`config.mk`:
```
export PLATFORM = sky130hd
export DESIGN_NAME = asep_axis_status
export DESIGN_NICKNAME = d
export VERILOG_FILES = /design/src/rtl/asep_pkg.sv /design/src/rtl/asep_sync.sv /design/src/rtl/asep_standstill.sv /design/src/rtl/asep_axis_status.sv
export SDC_FILE = /design/constraint.sdc
export NUM_CORES = 1
export LEC_CHECK = 0
export CORE_AREA = 2 2 132 186
export DETAILED_ROUTE_END_ITERATION = 12
export DIE_AREA = 0 0 134 188
export DONT_BUFFER_PORTS = 1
export MAX_ROUTING_LAYER = met4
export PLACE_DENSITY_LB_ADDON = 0.15
export SETUP_SLACK_MARGIN = 0.2
export SYNTH_ARGS = -nofsm -noshare
export SYNTH_HDL_FRONTEND = slang
export SYNTH_SLANG_ARGS = --single-unit
```
`constraint.sdc`:
```
create_clock -name mclk -period 7.2 [get_ports mclk]
set_input_delay 0.72 -clock mclk [delete_from_list [all_inputs] [get_ports mclk]]
set_output_delay 0.72 -clock mclk [all_outputs]
set_load 0.05 [all_outputs]
```
`src/rtl/asep_pkg.sv`:
```
// Package: parameter numbers, field layouts and constants of the axis status block
package asep_pkg;

   // ---------------------------------------------------------------
   // Parameter numbers (reached by parameter command, not bus address)
   // ---------------------------------------------------------------
   localparam logic [7:0] ASEP_PAR_STANDSTILL = 8'hCC;
   localparam logic [7:0] ASEP_PAR_LOAD       = 8'hCE;
   localparam logic [7:0] ASEP_PAR_STICKY     = 8'hCF;
   localparam logic [7:0] ASEP_PAR_DIAG       = 8'hD0;
   localparam logic [7:0] ASEP_PAR_ENC_COUNT  = 8'hD1;
   localparam logic [7:0] ASEP_PAR_ENC_ARM    = 8'hD2;

   // ---------------------------------------------------------------
   // Field positions and encodings
   // ---------------------------------------------------------------
   localparam int ASEP_STICKY_STALL_BIT = 0;
   localparam int ASEP_STICKY_DEV_BIT   = 1;
   localparam int ASEP_DIAG_STALL_BIT   = 0;
   localparam int ASEP_DIAG_OT_BIT      = 1;
   localparam int ASEP_DIAG_OTPW_BIT    = 2;
   localparam int ASEP_DIAG_SGA_BIT     = 3;
   localparam int ASEP_DIAG_SGB_BIT     = 4;
   localparam int ASEP_DIAG_OLA_BIT     = 5;
   localparam int ASEP_DIAG_OLB_BIT     = 6;
   localparam int ASEP_DIAG_STST_BIT    = 7;
   localparam int ASEP_LOAD_MAX         = 1023;

   // ---------------------------------------------------------------
   // Reset values
   // ---------------------------------------------------------------
   localparam logic [1:0]  ASEP_STANDSTILL_RST = 2'h0;
   localparam logic [1:0]  ASEP_STICKY_RST     = 2'h0;
   localparam logic [31:0] ASEP_ENC_RST        = 32'h0000_0000;
   localparam logic        ASEP_ARM_RST        = 1'h0;

   // ---------------------------------------------------------------
   // Timing
   // ---------------------------------------------------------------
   localparam int ASEP_STST_LOG2 = 20;

   // ---------------------------------------------------------------
   // Types
   // ---------------------------------------------------------------
   typedef enum logic [1:0]
   {
      ASEP_COIL_NORMAL  = 2'b00,
      ASEP_COIL_FREE    = 2'b01,
      ASEP_COIL_SHORT_L = 2'b10,
      ASEP_COIL_SHORT_H = 2'b11
   } asep_coil_t;

   typedef struct packed
   {
      logic        valid;
      logic        write;
      logic [7:0]  num;
      logic [31:0] wdata;
   } asep_cmd_t;

   typedef struct packed
   {
      logic        valid;
      logic        error;
      logic [31:0] rdata;
   } asep_rsp_t;

   typedef struct packed
   {
      logic stall;
      logic ot;
      logic otpw;
      logic s2ga;
      logic s2gb;
      logic ola;
      logic olb;
   } asep_drv_t;

endpackage

```
`src/rtl/asep_sync.sv`:
```
// Two-flop synchroniser for a bus of asynchronous levels
`timescale 1ns/100ps
module asep_sync
#(
   parameter int W = 1
)
(
   input  wire logic         mclk,
   input  wire logic         rst,
   input  wire logic [W-1:0] d,
   output logic      [W-1:0] q
);
   logic [W-1:0] meta_r;

   always_ff @(posedge mclk or posedge rst)
   begin
      if (rst)
      begin
         meta_r <= '0;
         q      <= '0;
      end
      else
      begin
         meta_r <= d;
         q      <= meta_r;
      end
   end
endmodule

```
`src/rtl/asep_standstill.sv`:
```
// Standstill detector: no step pulse for 2^N clock cycles
`timescale 1ns/100ps
module asep_standstill
#(
   parameter int N = asep_pkg::ASEP_STST_LOG2
)
(
   input  wire logic mclk,
   input  wire logic rst,
   input  wire logic step_seen,
   output logic      stst
);
   import asep_pkg::*;

   logic [N:0] cnt_r;

   // Checked while the design is built, so a bad width never reaches a run
   if (N < 1 || N > 30)
   begin : g_bad_n
      $error("asep_standstill: N out of range");
   end

   // Counter saturates at 2^N; any step restarts it
   always_ff @(posedge mclk or posedge rst)
   begin
      if (rst)
         cnt_r <= '0;
      else if (step_seen)
         cnt_r <= '0;
      else if (!cnt_r[N])
         cnt_r <= cnt_r + 1'b1;
   end

   assign stst = cnt_r[N];

   stst_bound_a: assert property (@(posedge mclk) disable iff (rst)
      step_seen |=> !stst) else $error("standstill set right after a step");
endmodule

```
`src/rtl/asep_axis_status.sv`:
```
// Axis status and built-in encoder parameters with command port
`timescale 1ns/100ps
// Behaviour
// - Standstill coil option acts only with zero standby current and voltage-mode chopper.
// - Coil option: 1 freewheel, 2 short low side, 3 short high side.
// - Load value readable, range 0 to 1023.
// - Sticky word: 1 stall, 2 deviation; cleared once read.
// - Any motion command clears both sticky flags.
// - Diag bit 0 stall, bit 1 overtemperature shutdown.
// - Diag bit 2 overtemperature early warning.
// - Diag bits 3,4 short to ground coil A, B.
// - Diag bits 5,6 open load coil A, B.
// - Diag bit 7 standstill: no step for 2^20 cycles.
// - Encoder counter read/write as signed 32-bit value.
// - Armed clear-on-zero resets encoder count at zero position.
// - Arm bit self-clears after the clear fires once.
module asep_axis_status
#(
   parameter int STST_LOG2 = asep_pkg::ASEP_STST_LOG2
)
(
   input  wire logic                   mclk,
   input  wire logic                   rst,
   input  wire asep_pkg::asep_cmd_t    cmd,
   output asep_pkg::asep_rsp_t         rsp,
   input  wire logic                   motion_cmd,
   input  wire logic                   stall_event,
   input  wire logic                   dev_event,
   input  wire logic [9:0]             load_in,
   input  wire asep_pkg::asep_drv_t    drv_in,
   input  wire logic                   step_pulse,
   input  wire logic                   enc_inc,
   input  wire logic                   enc_dec,
   input  wire logic                   enc_zero,
   input  wire logic                   standby_zero,
   input  wire logic                   volt_mode,
   output asep_pkg::asep_coil_t        coil_mode
);
   import asep_pkg::*;

   // ---------------------------------------------------------------
   // Input synchronisation
   // ---------------------------------------------------------------
   asep_drv_t drv_s;
   logic [9:0] load_s;
   logic step_s;
   logic step_d_r;
   logic stst;

   // Load bits are synchronised one by one, so a read while it moves may mix
   // old and new bits; the load figure changes slowly, so this is accepted
   asep_sync #(.W(18)) u_sync
   (
      .mclk (mclk),
      .rst  (rst),
      .d    ({drv_in, load_in, step_pulse}),
      .q    ({drv_s, load_s, step_s})
   );

   always_ff @(posedge mclk or posedge rst)
   begin
      if (rst)
         step_d_r <= 1'b0;
      else
         step_d_r <= step_s;
   end

   asep_standstill #(.N(STST_LOG2)) u_stst
   (
      .mclk      (mclk),
      .rst       (rst),
      .step_seen (step_s & ~step_d_r),
      .stst      (stst)
   );

   // ---------------------------------------------------------------
   // Command decode
   // ---------------------------------------------------------------
   logic wr;
   logic rd;
   assign wr = cmd.valid && cmd.write;
   assign rd = cmd.valid && !cmd.write;

   logic known;
   always_comb
   begin
      case (cmd.num)
         ASEP_PAR_STANDSTILL, ASEP_PAR_LOAD, ASEP_PAR_STICKY,
         ASEP_PAR_DIAG, ASEP_PAR_ENC_COUNT, ASEP_PAR_ENC_ARM: known = 1'b1;
         default:                                           known = 1'b0;
      endcase
   end

   // ---------------------------------------------------------------
   // Standstill coil option
   // ---------------------------------------------------------------
   // Value 0 keeps the normal standstill hold; it is not one of the options
   logic [1:0] coil_opt_r;

   always_ff @(posedge mclk or posedge rst)
   begin
      if (rst)
         coil_opt_r <= ASEP_STANDSTILL_RST;
      else if (wr && cmd.num == ASEP_PAR_STANDSTILL)
         coil_opt_r <= cmd.wdata[1:0];
   end

   // Only applied while stopped, with zero standby current in voltage mode
   always_comb
   begin
      if (stst && standby_zero && volt_mode)
         coil_mode = asep_coil_t'(coil_opt_r);
      else
         coil_mode = ASEP_COIL_NORMAL;
   end

   // ---------------------------------------------------------------
   // Sticky fault flags
   // ---------------------------------------------------------------
   // A write to this word is refused and leaves both flags as they are
   logic [1:0] sticky_r;
   logic       sticky_clr;
   logic [1:0] sticky_set;

   assign sticky_clr = (rd && cmd.num == ASEP_PAR_STICKY) || motion_cmd;
   assign sticky_set = {dev_event, stall_event};

   // Set beats clear so an event arriving with the read is kept for next time
   always_ff @(posedge mclk or posedge rst)
   begin
      if (rst)
         sticky_r <= ASEP_STICKY_RST;
      else
         sticky_r <= (sticky_clr ? 2'h0 : sticky_r) | sticky_set;
   end

   // ---------------------------------------------------------------
   // Driver diagnostic flags, live
   // ---------------------------------------------------------------
   // Bit 7 is not a fault: it comes from the standstill counter
   logic [7:0] diag;
   always_comb
   begin
      diag                      = 8'h00;
      diag[ASEP_DIAG_STALL_BIT] = drv_s.stall;
      diag[ASEP_DIAG_OT_BIT]    = drv_s.ot;
      diag[ASEP_DIAG_OTPW_BIT]  = drv_s.otpw;
      diag[ASEP_DIAG_SGA_BIT]   = drv_s.s2ga;
      diag[ASEP_DIAG_SGB_BIT]   = drv_s.s2gb;
      diag[ASEP_DIAG_OLA_BIT]   = drv_s.ola;
      diag[ASEP_DIAG_OLB_BIT]   = drv_s.olb;
      diag[ASEP_DIAG_STST_BIT]  = stst;
   end

   // ---------------------------------------------------------------
   // Built-in encoder counter and clear-on-zero arm
   // ---------------------------------------------------------------
   logic [31:0] enc_r;
   logic        arm_r;
   logic        zero_fire;
   logic        arm_wr;

   assign zero_fire = arm_r && enc_zero;
   assign arm_wr    = wr && cmd.num == ASEP_PAR_ENC_ARM;

   // Host write beats counting; the zero clear beats both
   // Both directions at once cancel, as one step each way
   always_ff @(posedge mclk or posedge rst)
   begin
      if (rst)
         enc_r <= ASEP_ENC_RST;
      else if (zero_fire)
         enc_r <= ASEP_ENC_RST;
      else if (wr && cmd.num == ASEP_PAR_ENC_COUNT)
         enc_r <= cmd.wdata;
      else if (enc_inc && !enc_dec)
         enc_r <= enc_r + 32'h0000_0001;
      else if (enc_dec && !enc_inc)
         enc_r <= enc_r - 32'h0000_0001;
   end

   always_ff @(posedge mclk or posedge rst)
   begin
      if (rst)
         arm_r <= ASEP_ARM_RST;
      else if (zero_fire)
         arm_r <= 1'b0;
      else if (arm_wr)
         arm_r <= cmd.wdata[0];
   end

   // ---------------------------------------------------------------
   // Read answer, one cycle after the command
   // ---------------------------------------------------------------
   logic [31:0] rd_nxt;
   always_comb
   begin
      case (cmd.num)
         ASEP_PAR_STANDSTILL: rd_nxt = {30'h0, coil_opt_r};
         ASEP_PAR_LOAD:       rd_nxt = {22'h0, load_s};
         ASEP_PAR_STICKY:     rd_nxt = {30'h0, sticky_r};
         ASEP_PAR_DIAG:       rd_nxt = {24'h0, diag};
         ASEP_PAR_ENC_COUNT:  rd_nxt = enc_r;
         ASEP_PAR_ENC_ARM:    rd_nxt = {31'h0, arm_r};
         default:             rd_nxt = 32'h0000_0000;
      endcase
   end

   always_ff @(posedge mclk or posedge rst)
   begin
      if (rst)
         rsp <= '0;
      else
      begin
         rsp.valid <= cmd.valid;
         // The error lets a host tell a mistyped number from a stored zero
         // Writes to read-only numbers and unknown numbers answer with error
         rsp.error <= cmd.valid && (!known || (cmd.write &&
                      (cmd.num == ASEP_PAR_LOAD || cmd.num == ASEP_PAR_STICKY ||
                       cmd.num == ASEP_PAR_DIAG)));
         rsp.rdata <= rd ? rd_nxt : 32'h0000_0000;
      end
   end

   // ---------------------------------------------------------------
   // Assertions
   // ---------------------------------------------------------------
   coil_gate_a: assert property (@(posedge mclk) disable iff (rst)
      !(stst && standby_zero && volt_mode) |-> coil_mode == ASEP_COIL_NORMAL)
      else $error("coil option applied outside standstill conditions");

   coil_map_a: assert property (@(posedge mclk) disable iff (rst)
      (stst && standby_zero && volt_mode) |-> coil_mode == asep_coil_t'(coil_opt_r))
      else $error("coil option not passed through");

   load_range_a: assert property (@(posedge mclk) disable iff (rst)
      (rd && cmd.num == ASEP_PAR_LOAD)
      |=> rsp.rdata <= ASEP_LOAD_MAX && rsp.rdata[9:0] == $past(load_s))
      else $error("load value out of range");

   sticky_read_a: assert property (@(posedge mclk) disable iff (rst)
      (rd && cmd.num == ASEP_PAR_STICKY && !stall_event && !dev_event)
      |=> sticky_r == 2'h0 && rsp.rdata[1:0] == $past(sticky_r))
      else $error("sticky flags not returned then cleared");

   sticky_set_a: assert property (@(posedge mclk) disable iff (rst)
      stall_event |=> sticky_r[ASEP_STICKY_STALL_BIT])
      else $error("stall event lost");

   motion_clr_a: assert property (@(posedge mclk) disable iff (rst)
      (motion_cmd && !stall_event && !dev_event) |=> sticky_r == 2'h0)
      else $error("motion command did not clear sticky flags");

   diag_live_a: assert property (@(posedge mclk) disable iff (rst)
      (rd && cmd.num == ASEP_PAR_DIAG) |=> rsp.rdata[7:0] == $past(diag))
      else $error("diag read not live");

   diag_map_a: assert property (@(posedge mclk) disable iff (rst)
      diag[ASEP_DIAG_OT_BIT] == drv_s.ot && diag[ASEP_DIAG_STST_BIT] == stst)
      else $error("diag bit mapping wrong");

   enc_write_a: assert property (@(posedge mclk) disable iff (rst)
      (wr && cmd.num == ASEP_PAR_ENC_COUNT && !zero_fire) |=> enc_r == $past(cmd.wdata))
      else $error("encoder write not stored");

   zero_clear_a: assert property (@(posedge mclk) disable iff (rst)
      zero_fire |=> enc_r == 32'h0000_0000 && !arm_r)
      else $error("zero clear did not fire once");

   arm_hold_a: assert property (@(posedge mclk) disable iff (rst)
      (arm_r && !enc_zero && !arm_wr) |=> arm_r)
      else $error("arm dropped without a clear");

   // Fault bit placement, stores, counting, refusals and sticky flag retention
   diag_fault_a: assert property (@(posedge mclk) disable iff (rst)
      diag[6:0] == {drv_s.olb, drv_s.ola, drv_s.s2gb, drv_s.s2ga, drv_s.otpw, drv_s.ot,
                    drv_s.stall})
      else $error("driver fault bits misplaced");
   coil_store_a: assert property (@(posedge mclk) disable iff (rst)
      (wr && cmd.num == ASEP_PAR_STANDSTILL) |=> coil_opt_r == $past(cmd.wdata[1:0]))
      else $error("coil option write not stored");
   enc_up_a: assert property (@(posedge mclk) disable iff (rst)
      (enc_inc && !enc_dec && !zero_fire && !(wr && cmd.num == ASEP_PAR_ENC_COUNT))
      |=> enc_r == $past(enc_r) + 32'h0000_0001)
      else $error("encoder count did not step up");
   enc_down_a: assert property (@(posedge mclk) disable iff (rst)
      (enc_dec && !enc_inc && !zero_fire && !(wr && cmd.num == ASEP_PAR_ENC_COUNT))
      |=> enc_r == $past(enc_r) - 32'h0000_0001)
      else $error("encoder count did not step down");
   enc_hold_a: assert property (@(posedge mclk) disable iff (rst)
      (enc_inc && enc_dec && !zero_fire && !(wr && cmd.num == ASEP_PAR_ENC_COUNT))
      |=> enc_r == $past(enc_r))
      else $error("encoder count moved with both directions");
   arm_store_a: assert property (@(posedge mclk) disable iff (rst)
      (arm_wr && !zero_fire) |=> arm_r == $past(cmd.wdata[0]))
      else $error("arm write not stored");
   ro_refuse_a: assert property (@(posedge mclk) disable iff (rst)
      (wr && cmd.num == ASEP_PAR_STICKY && !stall_event && !dev_event && !motion_cmd)
      |=> rsp.error && sticky_r == $past(sticky_r))
      else $error("write to sticky word not refused");
   sticky_keep_a: assert property (@(posedge mclk) disable iff (rst)
      !sticky_clr |=> (sticky_r & $past(sticky_r)) == $past(sticky_r))
      else $error("sticky flag lost without a clear");

   c_sticky_read: cover property (@(posedge mclk) disable iff (rst)
      sticky_r != 2'h0 ##1 (rd && cmd.num == ASEP_PAR_STICKY));
   c_zero_fire: cover property (@(posedge mclk) disable iff (rst) zero_fire);
   c_freewheel: cover property (@(posedge mclk) disable iff (rst)
      coil_mode == ASEP_COIL_FREE);
   c_set_clr: cover property (@(posedge mclk) disable iff (rst)
      stall_event && sticky_clr);
   c_short_high: cover property (@(posedge mclk) disable iff (rst)
      coil_mode == ASEP_COIL_SHORT_H);
endmodule

```
==> run metrics, run 1 <==
status=completed; GP Congestion=0.886; slowest stage delay, CP=0.45 ns; worst clock skew=0.00896 ns; Setup Fix Bufs, Post-CTS=0; placed insts=997; sequential area share after synthesis=46.5%; Top FF cell, synth=dfrtp_1; Synth top cells by count=dfrtp_1 (129), nor2_1 (65), a21oi_1 (59); Post-synth ARST share=100%; Overflow after GRT=0; CTS sink count=129; PortBufs=0; Yosys warnings=0; die boundary height=188 µm; Int Pwr=1.94 mW; Multi-input gate area=3490 µm²; Power Dens Cells=411 nW/µm²; synth top area cells=dfrtp_1 (46%), ha_1 (6.5%), a21oi_1 (4.3%); syn avg cell area=9.70 µm²; EDFF count, synth=0; most frequent cell after synthesis=dfrtp_1; Final period util=44.8%; sw frac=39.9%; Post-Route WL=20,500 µm; slew margin rel.=37.4%; core area=23,600 µm²; Worst-Margin Slew=0.931 ns; CTS tree=yes; Post-Syn Instances=716; CTS clk-pin slew, worst paths=0.06 ns; TritonRoute pass-1 iters=4; Sequential Area=3230 µm²; CP bufs+invs=3; layout net count=813; Post-CTS Hold Buffers=0; final core area utilization=33.3%; DRT iter0 DRCs=294; f_max=0.310 GHz; Comb pwr share=41.7%; site row count=67; Psw=1.29 mW; Seq cells post-synth=129; Root Driver=clkbuf_16; H-tree lvl count=4; CTS buffer count=17; Setup TNS Final=0 ns; share of the synthesized area in the top cell type=46.5%; HPWL Detailed=14,700 µm; clock latency on the worst-skew pair=0.42 ns; crit end category=flip-flop; worst-path cell chain=inv_1 > ha_1 > inv_1 > buf_4 > ha_1 > a21oi_1 > o21ai_0 > a211oi_1 > nor3_1 > a211oi_1 > xnor2_1 > o22ai_1; Post-CTS Resized=0; Hold Vio Cnt, Final=0; largest net degree at the start of global routing=71; CP Launch Type=input port; Tmin final=3.23 ns; routed vias/inst=5.19; vias in the first global route=5,610; initial antenna violation count=0; CP top delay family=compound AO/OA/AOI/OAI gates; hold crit path type=input port to async pin; Worst EP arrival=3.50 ns; initial core utilization=29.5%; max-cap viol count=0; clock share of power=28.2%; VDD IR max=0.192 mV; final antenna-violating net count=0; die span in x=134 µm; Synth cell types=64; sequential power share=30.1%; ratio of cells with drive above 1 in the final layout=8.21%; Max Slew Vio Count=0; Static Leak=3.46 nW; critical path's slowest cell=a211oi_1; vias=5,350; CP required=7.48 ns; Synth area leader=dfrtp_1; die area=25,200 µm²; Mapped Area=6950 µm²; Layout fillers=2,430; area delta synth->final=12.8%; Clock Path Buffers=2; WL/cell=19.9 µm; RSZ-0062 raised after global routing=no; DRC viols=0; critical path fanouts, max=34; total track usage=17.3%; syn_nets=823; I/O pin count=106; Final setup viols=0; critical path class=input port to flip-flop; final std cells w/o fill=1,030; first-pass GRT wire length=32,200 µm
==> power by group through the flow <==
stage               Sequential [mW]  Clock (mW)  Combinational [mW]
detailed placement            0.987           0                1.34
global placement              0.985           0                1.34
floorplan                     0.922           0                1.03
finish                        0.970       0.910                1.34
CTS                           0.973       0.934                1.35
global route                  0.988       0.962                1.51
==> final cells by class <==
type | instances | area share (%)
Tap cell | 310 | 4.95
Multi-Input combinational cell | 536 | 44.6
Sequential cell | 129 | 41.2
Inverter | 14 | 0.734
Clock buffer | 18 | 5.48
Timing Repair Buffer | 8 | 0.766
Antenna cell | 1 | 0.0319
Clock inverter | 14 | 2.28
==> cell usage in the layout, fill, tap and decap left out, drive strengths merged, types with 11 or more instances in the layout <==
| cell type | count |
|---|---|
| dfrtp | 129 |
| nor2 | 65 |
| a21oi | 64 |
| nand2 | 56 |
| o21ai | 40 |
| and3 | 36 |
| ha | 36 |
| xor2 | 30 |
| nand3 | 25 |
| inv | 20 |
| clkbuf | 18 |
| nand4 | 13 |
| xnor2 | 12 |
| nor3 | 12 |
| a31oi | 12 |
| nor2b | 11 |
| a21o | 11 |
==> per-stage QoR <==
stage	total power, mW	hold WS (ns)	setup slack [ns]	area, µm²
2_1_floorplan	1.96	0.331	3.04	6950
3_3_place_gp	2.33	0.331	3.59	7230
3_5_place_dp	2.32	0.335	3.55	7230
4_1_cts	3.26	0.235	3.99	7830
5_1_grt	3.46	0.256	3.74	7830
6_report	3.22	0.224	3.97	7840
==> sequential cells by signal, indices dropped and copies added, names as in the netlist <==
| signal | flops |
|---|---|
| u_sync.q | 18 |
| step_d_r | 1 |
| u_sync.meta_r | 18 |
| sticky_r | 2 |
| enc_r | 32 |
| rsp | 34 |
| coil_opt_r | 2 |
| u_stst.cnt_r | 21 |
| arm_r | 1 |
==> final timing paths <==
kind / from / endpoint / slack [ns] / depth (start not counted)
worst max-delay path: enc_dec / enc_r[29] / 3.97 / 12
worst min-delay path: rst / rsp[19] / 0.22 / 1
worst max register to register: enc_r[0] / enc_r[30] / 4.29 / 9
worst min register to register: u_sync.meta_r[6] / u_sync.q[6] / 0.34 / 0
max in group asynchronous: rst / u_sync.q[15] / 5.67 / 2
min in group mclk: load_in[8] / u_sync.meta_r[9] / 0.32 / 0
==> cells by family after synthesis <==
group	Yosys count	share of synthesized area (%)
fa+ha+maj	37	6.77
compound gates	195	18.4
buf+inv	51	3.35
mux	10	1.51
xor+xnor	42	5.30
flops	129	46.5
simple gates	252	18.2
==> metal layers <==
metal | global-route usage, % | routed length [µm] | vias to the layer above
li1 | - | - | 2583
met1 | 19.9 | 8590 | 2613
met2 | 29.7 | 10500 | 132
met3 | 3.84 | 1020 | 22
met4 | 5.69 | 375 | 0
met5 | - | 0 | -
==> worst register-to-register path: stages, from the launching register on <==
cell and delay (ns):
dfrtp_1 0.45, inv_1 0.10, fa_1 0.44, and2b_1 0.25
o211ai_1 0.16, a211oi_4 0.36, a21oi_2 0.16, o211a_1 0.34
o2111a_1 0.28, a211o_1 0.26
Note: power is estimated with default switching activity, not from simulation.
==> inputs of run 2 (changes only) <==
--- a/config.mk
+++ b/config.mk
@@ -5,9 +5,10 @@
 export SDC_FILE = /design/constraint.sdc
 export NUM_CORES = 1
 export LEC_CHECK = 0
-export CORE_AREA = 2 2 132 186
+export ABC_AREA = 1
+export CORE_AREA = 2 2 139 195
 export DETAILED_ROUTE_END_ITERATION = 12
-export DIE_AREA = 0 0 134 188
+export DIE_AREA = 0 0 141 197
 export DONT_BUFFER_PORTS = 1
 export MAX_ROUTING_LAYER = met4
 export PLACE_DENSITY_LB_ADDON = 0.15
==> constraint.sdc (replaced) <==
create_clock -name mclk -period 2.7 [get_ports mclk]
set_input_delay 0.27 -clock mclk [delete_from_list [all_inputs] [get_ports mclk]]
set_output_delay 0.27 -clock mclk [all_outputs]
set_load 0.05 [all_outputs]
==> run metrics, run 2 <==
number of diodes=0 (was 1); CP Launch Type=input port (unchanged); Static Leak=4.79 nW (was 3.46 nW); worst clock skew=0.0124 ns (was 0.00896 ns); hold crit path type=input port to flip-flop (was input port to async pin); synth top area cells=dfrtp_1 (42%), nand2_1 (18%), inv_1 (8.3%) (was dfrtp_1 (46%), ha_1 (6.5%), a21oi_1 (4.3%)); Worst EP arrival=2.53 ns (was 3.50 ns); slew margin rel.=51.8% (was 37.4%); initial antenna violation count=0 (unchanged); clock latency on the worst-skew pair=0.43 ns (was 0.42 ns); R2R depth=12 (was 9); syn avg cell area=7.07 µm² (was 9.70 µm²); die span in x=141 µm (was 134 µm); share of the synthesized area in the top cell type=42.1% (was 46.5%); Max Slew Vio Count=0 (unchanged); f_max=0.453 GHz; largest register by flop count=rsp (unchanged); final std cells w/o fill=1,462 (was 1,030); Worst-Margin Slew=0.722 ns (was 0.931 ns); GP Congestion=0.943 (was 0.886); slack of the worst reg-to-reg path=0.50 ns (was 4.29 ns); HPWL Detailed=16,500 µm (was 14,700 µm); CP endpoint=enc_r[23] (was enc_r[29]); placed insts=1,404 (was 997); final core area utilization=34.8% (was 33.3%); status=completed (unchanged); Seq cells post-synth=129 (unchanged); total track usage=17.6% (was 17.3%); DRT iter0 DRCs=338 (was 294); I/O pin count=106 (unchanged); Hold Startpoint=cmd[3]; area delta synth->final=17.9% (was 12.8%); most common cell after layout, fill and taps aside=nand2_1 (was dfrtp_1); Setup TNS Final=0 ns (unchanged); Final setup viols=0 (unchanged); PortBufs=0 (unchanged); vias=6,647 (was 5,350); core area=26,000 µm² (was 23,600 µm²); Power Dens Cells=1020 nW/µm² (was 411 nW/µm²); critical path class=input port to flip-flop (unchanged); ratio of cells with drive above 1 in the final layout=6.15% (was 8.21%); critical path fanouts, max=34 (unchanged); Mapped Area=7670 µm² (was 6950 µm²); CP required=3.02 ns (was 7.48 ns); Critical Path Source=enc_dec (unchanged); Tmin final=2.21 ns; worst hold margin=0.0226 ns (was 0.224 ns); VDD IR max=0.587 mV (was 0.192 mV); vias in the first global route=6,975 (was 5,610); RSZ-0062 raised after global routing=no (unchanged); Final period util=81.8%; Hold Vio Cnt, Final=0 (unchanged); Setup Fix Bufs, Post-CTS=0 (unchanged); DRC viols=0 (unchanged); Clock Path Buffers=2 (unchanged); first-pass GRT wire length=36,500 µm (was 32,200 µm); routed vias/inst=4.55 (was 5.19); overall power=9.19 mW (was 3.22 mW); CTS tree=yes (unchanged); max-cap viol count=0 (unchanged); initial core utilization=29.5% (about the same); CTS sink count=129 (unchanged); sequential area share after synthesis=42.1% (was 46.5%); most frequent cell after synthesis=nand2_1 (was dfrtp_1); H-tree lvl count=4 (unchanged); Synth cell types=40 (was 64); FF-to-FF End=enc_r[24] (was enc_r[30]); site row count=70 (was 67); CTS clk-pin slew, worst paths=0.06 ns (about the same); CTS buffer count=17 (unchanged); die boundary height=197 µm (was 188 µm); Post-synth ARST share=100% (unchanged); leading cell types in the layout, fill and taps excluded=nand2_1 (361), inv_1 (168), nor2_1 (142) (was dfrtp_1 (129), nor2_1 (65), a21oi_1 (59)); Largest register FFs=34 (unchanged); Synth area leader=dfrtp_1 (unchanged); EDFF count, synth=0 (unchanged); largest registers=rsp: 34 flops, enc_r: 32 flops, u_stst.cnt_r: 21 flops (unchanged); Top FF cell, synth=dfrtp_1 (unchanged); WL/cell=15.3 µm (was 19.9 µm); syn_nets=1,192 (was 823); TritonRoute pass-1 iters=6 (was 4); Overflow after GRT=0 (unchanged); die area=27,800 µm² (was 25,200 µm²); Post-Route WL=22,400 µm (was 20,500 µm); Synth top cells by count=nand2_1 (361), inv_1 (170), nor2_1 (143) (was dfrtp_1 (129), nor2_1 (65), a21oi_1 (59)); crit end category=flip-flop (unchanged); final antenna-violating net count=0 (unchanged); Layout fillers=2,792 (was 2,430); Post-Syn Instances=1,085 (was 716); Yosys warnings=0 (unchanged); Root Driver=clkbuf_16 (unchanged); layout net count=1,233 (was 813); origin of the critical flop-to-flop path=enc_r[0] (unchanged); largest net degree at the start of global routing=101 (was 71)
[run 2: cell count changes after synthesis, sizes merged, moves of 8 or more]
cell / before / now
and3: 36 / 0
a22oi: 10 / 0
inv: 14 / 173
nand3: 25 / 57
xor2: 30 / 10
a21oi: 64 / 39
a31oi: 12 / 2
clkbuf: 27 / 7
nor2: 65 / 147
xnor2: 12 / 4
nand2: 56 / 361
nor2b: 11 / 0
a21o: 11 / 1
[run 2: area by class of cell]
class | instances | area, µm² | area share [%]
clock buffers | 20 | 447 | 4.94
clock inverters | 11 | 203 | 2.24
flip-flops and latches | 129 | 3230 | 35.7
multi-input cells | 762 | 3700 | 40.9
well taps | 324 | 405 | 4.48
inverters | 175 | 666 | 7.36
repair buffers | 41 | 400 | 4.43
[run 2: worst min-delay path by stage]
stage | end | slack, ns | cells past startpoint
final | enc_r[3] | 0.02 | 2
after global routing | enc_r[4] | 0.005 | 2
after CTS | enc_r[3] | 0.0009 | 2
after detailed placement | u_sync.meta_r[5] | 0.30 | 0
after global placement | u_sync.meta_r[14] | 0.30 | 0
after floorplan | rsp[33] | 0.30 | 0
[run 2: what timing repair did]
action / in CTS / in global routing
hold buffers: 27 / 0
resized for setup: 0 / 0
hold endpoints to repair: 156 / 0
[run 2: cell families (layout without fill, tap and decap cells)]
family	Yosys count	after routing	synth area share [%]
and+or+nand+nor	598	598	31.4
xor gates and xnor gates	14	14	1.60
AOI/OAI and AO/OA	113	113	8.81
DFF	129	129	42.1
buffers and inverters	194	247	9.95
adders and majority gates	37	37	6.13
[run 2: routing by layer]
metal / routed length (µm) / track usage (%) / vias up / share of wire [%]
met2: 11200 / 30.1 / 133 / 50
li1: - / - / 3457 / -
met4: 643 / 7.19 / 0 / 2.9
met1: 9490 / 20.0 / 3025 / 42
met5: 0 / - / - / 0
met3: 1040 / 3.84 / 32 / 4.7
[run 2: metrics by stage]
step / setup WS [ns] / instance area, µm²
floorplan: 0.229 / 7690
global placement: 0.0541 / 8130
detailed placement: 0.0544 / 8130
CTS: 0.451 / 9040
global route: 0.251 / 9040
finish: 0.493 / 9040
[run 2: power by group]
group          internal [mW]  switching [mW]  total [mW]
combinational           1.43            2.67        4.09
clock                   1.67           0.953        2.63
sequential              2.22           0.250        2.47
[run 2: critical path, stage by stage]
cell and delay (ns):
inv_1 0.04, ha_1 0.24, clkinvlp_4 0.13, buf_12 0.19
ha_1 0.37, nand2_1 0.16, nor2_1 0.16, nand3_1 0.08
nand2_1 0.14, nand2_1 0.07, nand2_1 0.22, nand2_1 0.11
nand3_1 0.08, nand3_1 0.12, nand2_1 0.08, nand2_1 0.04
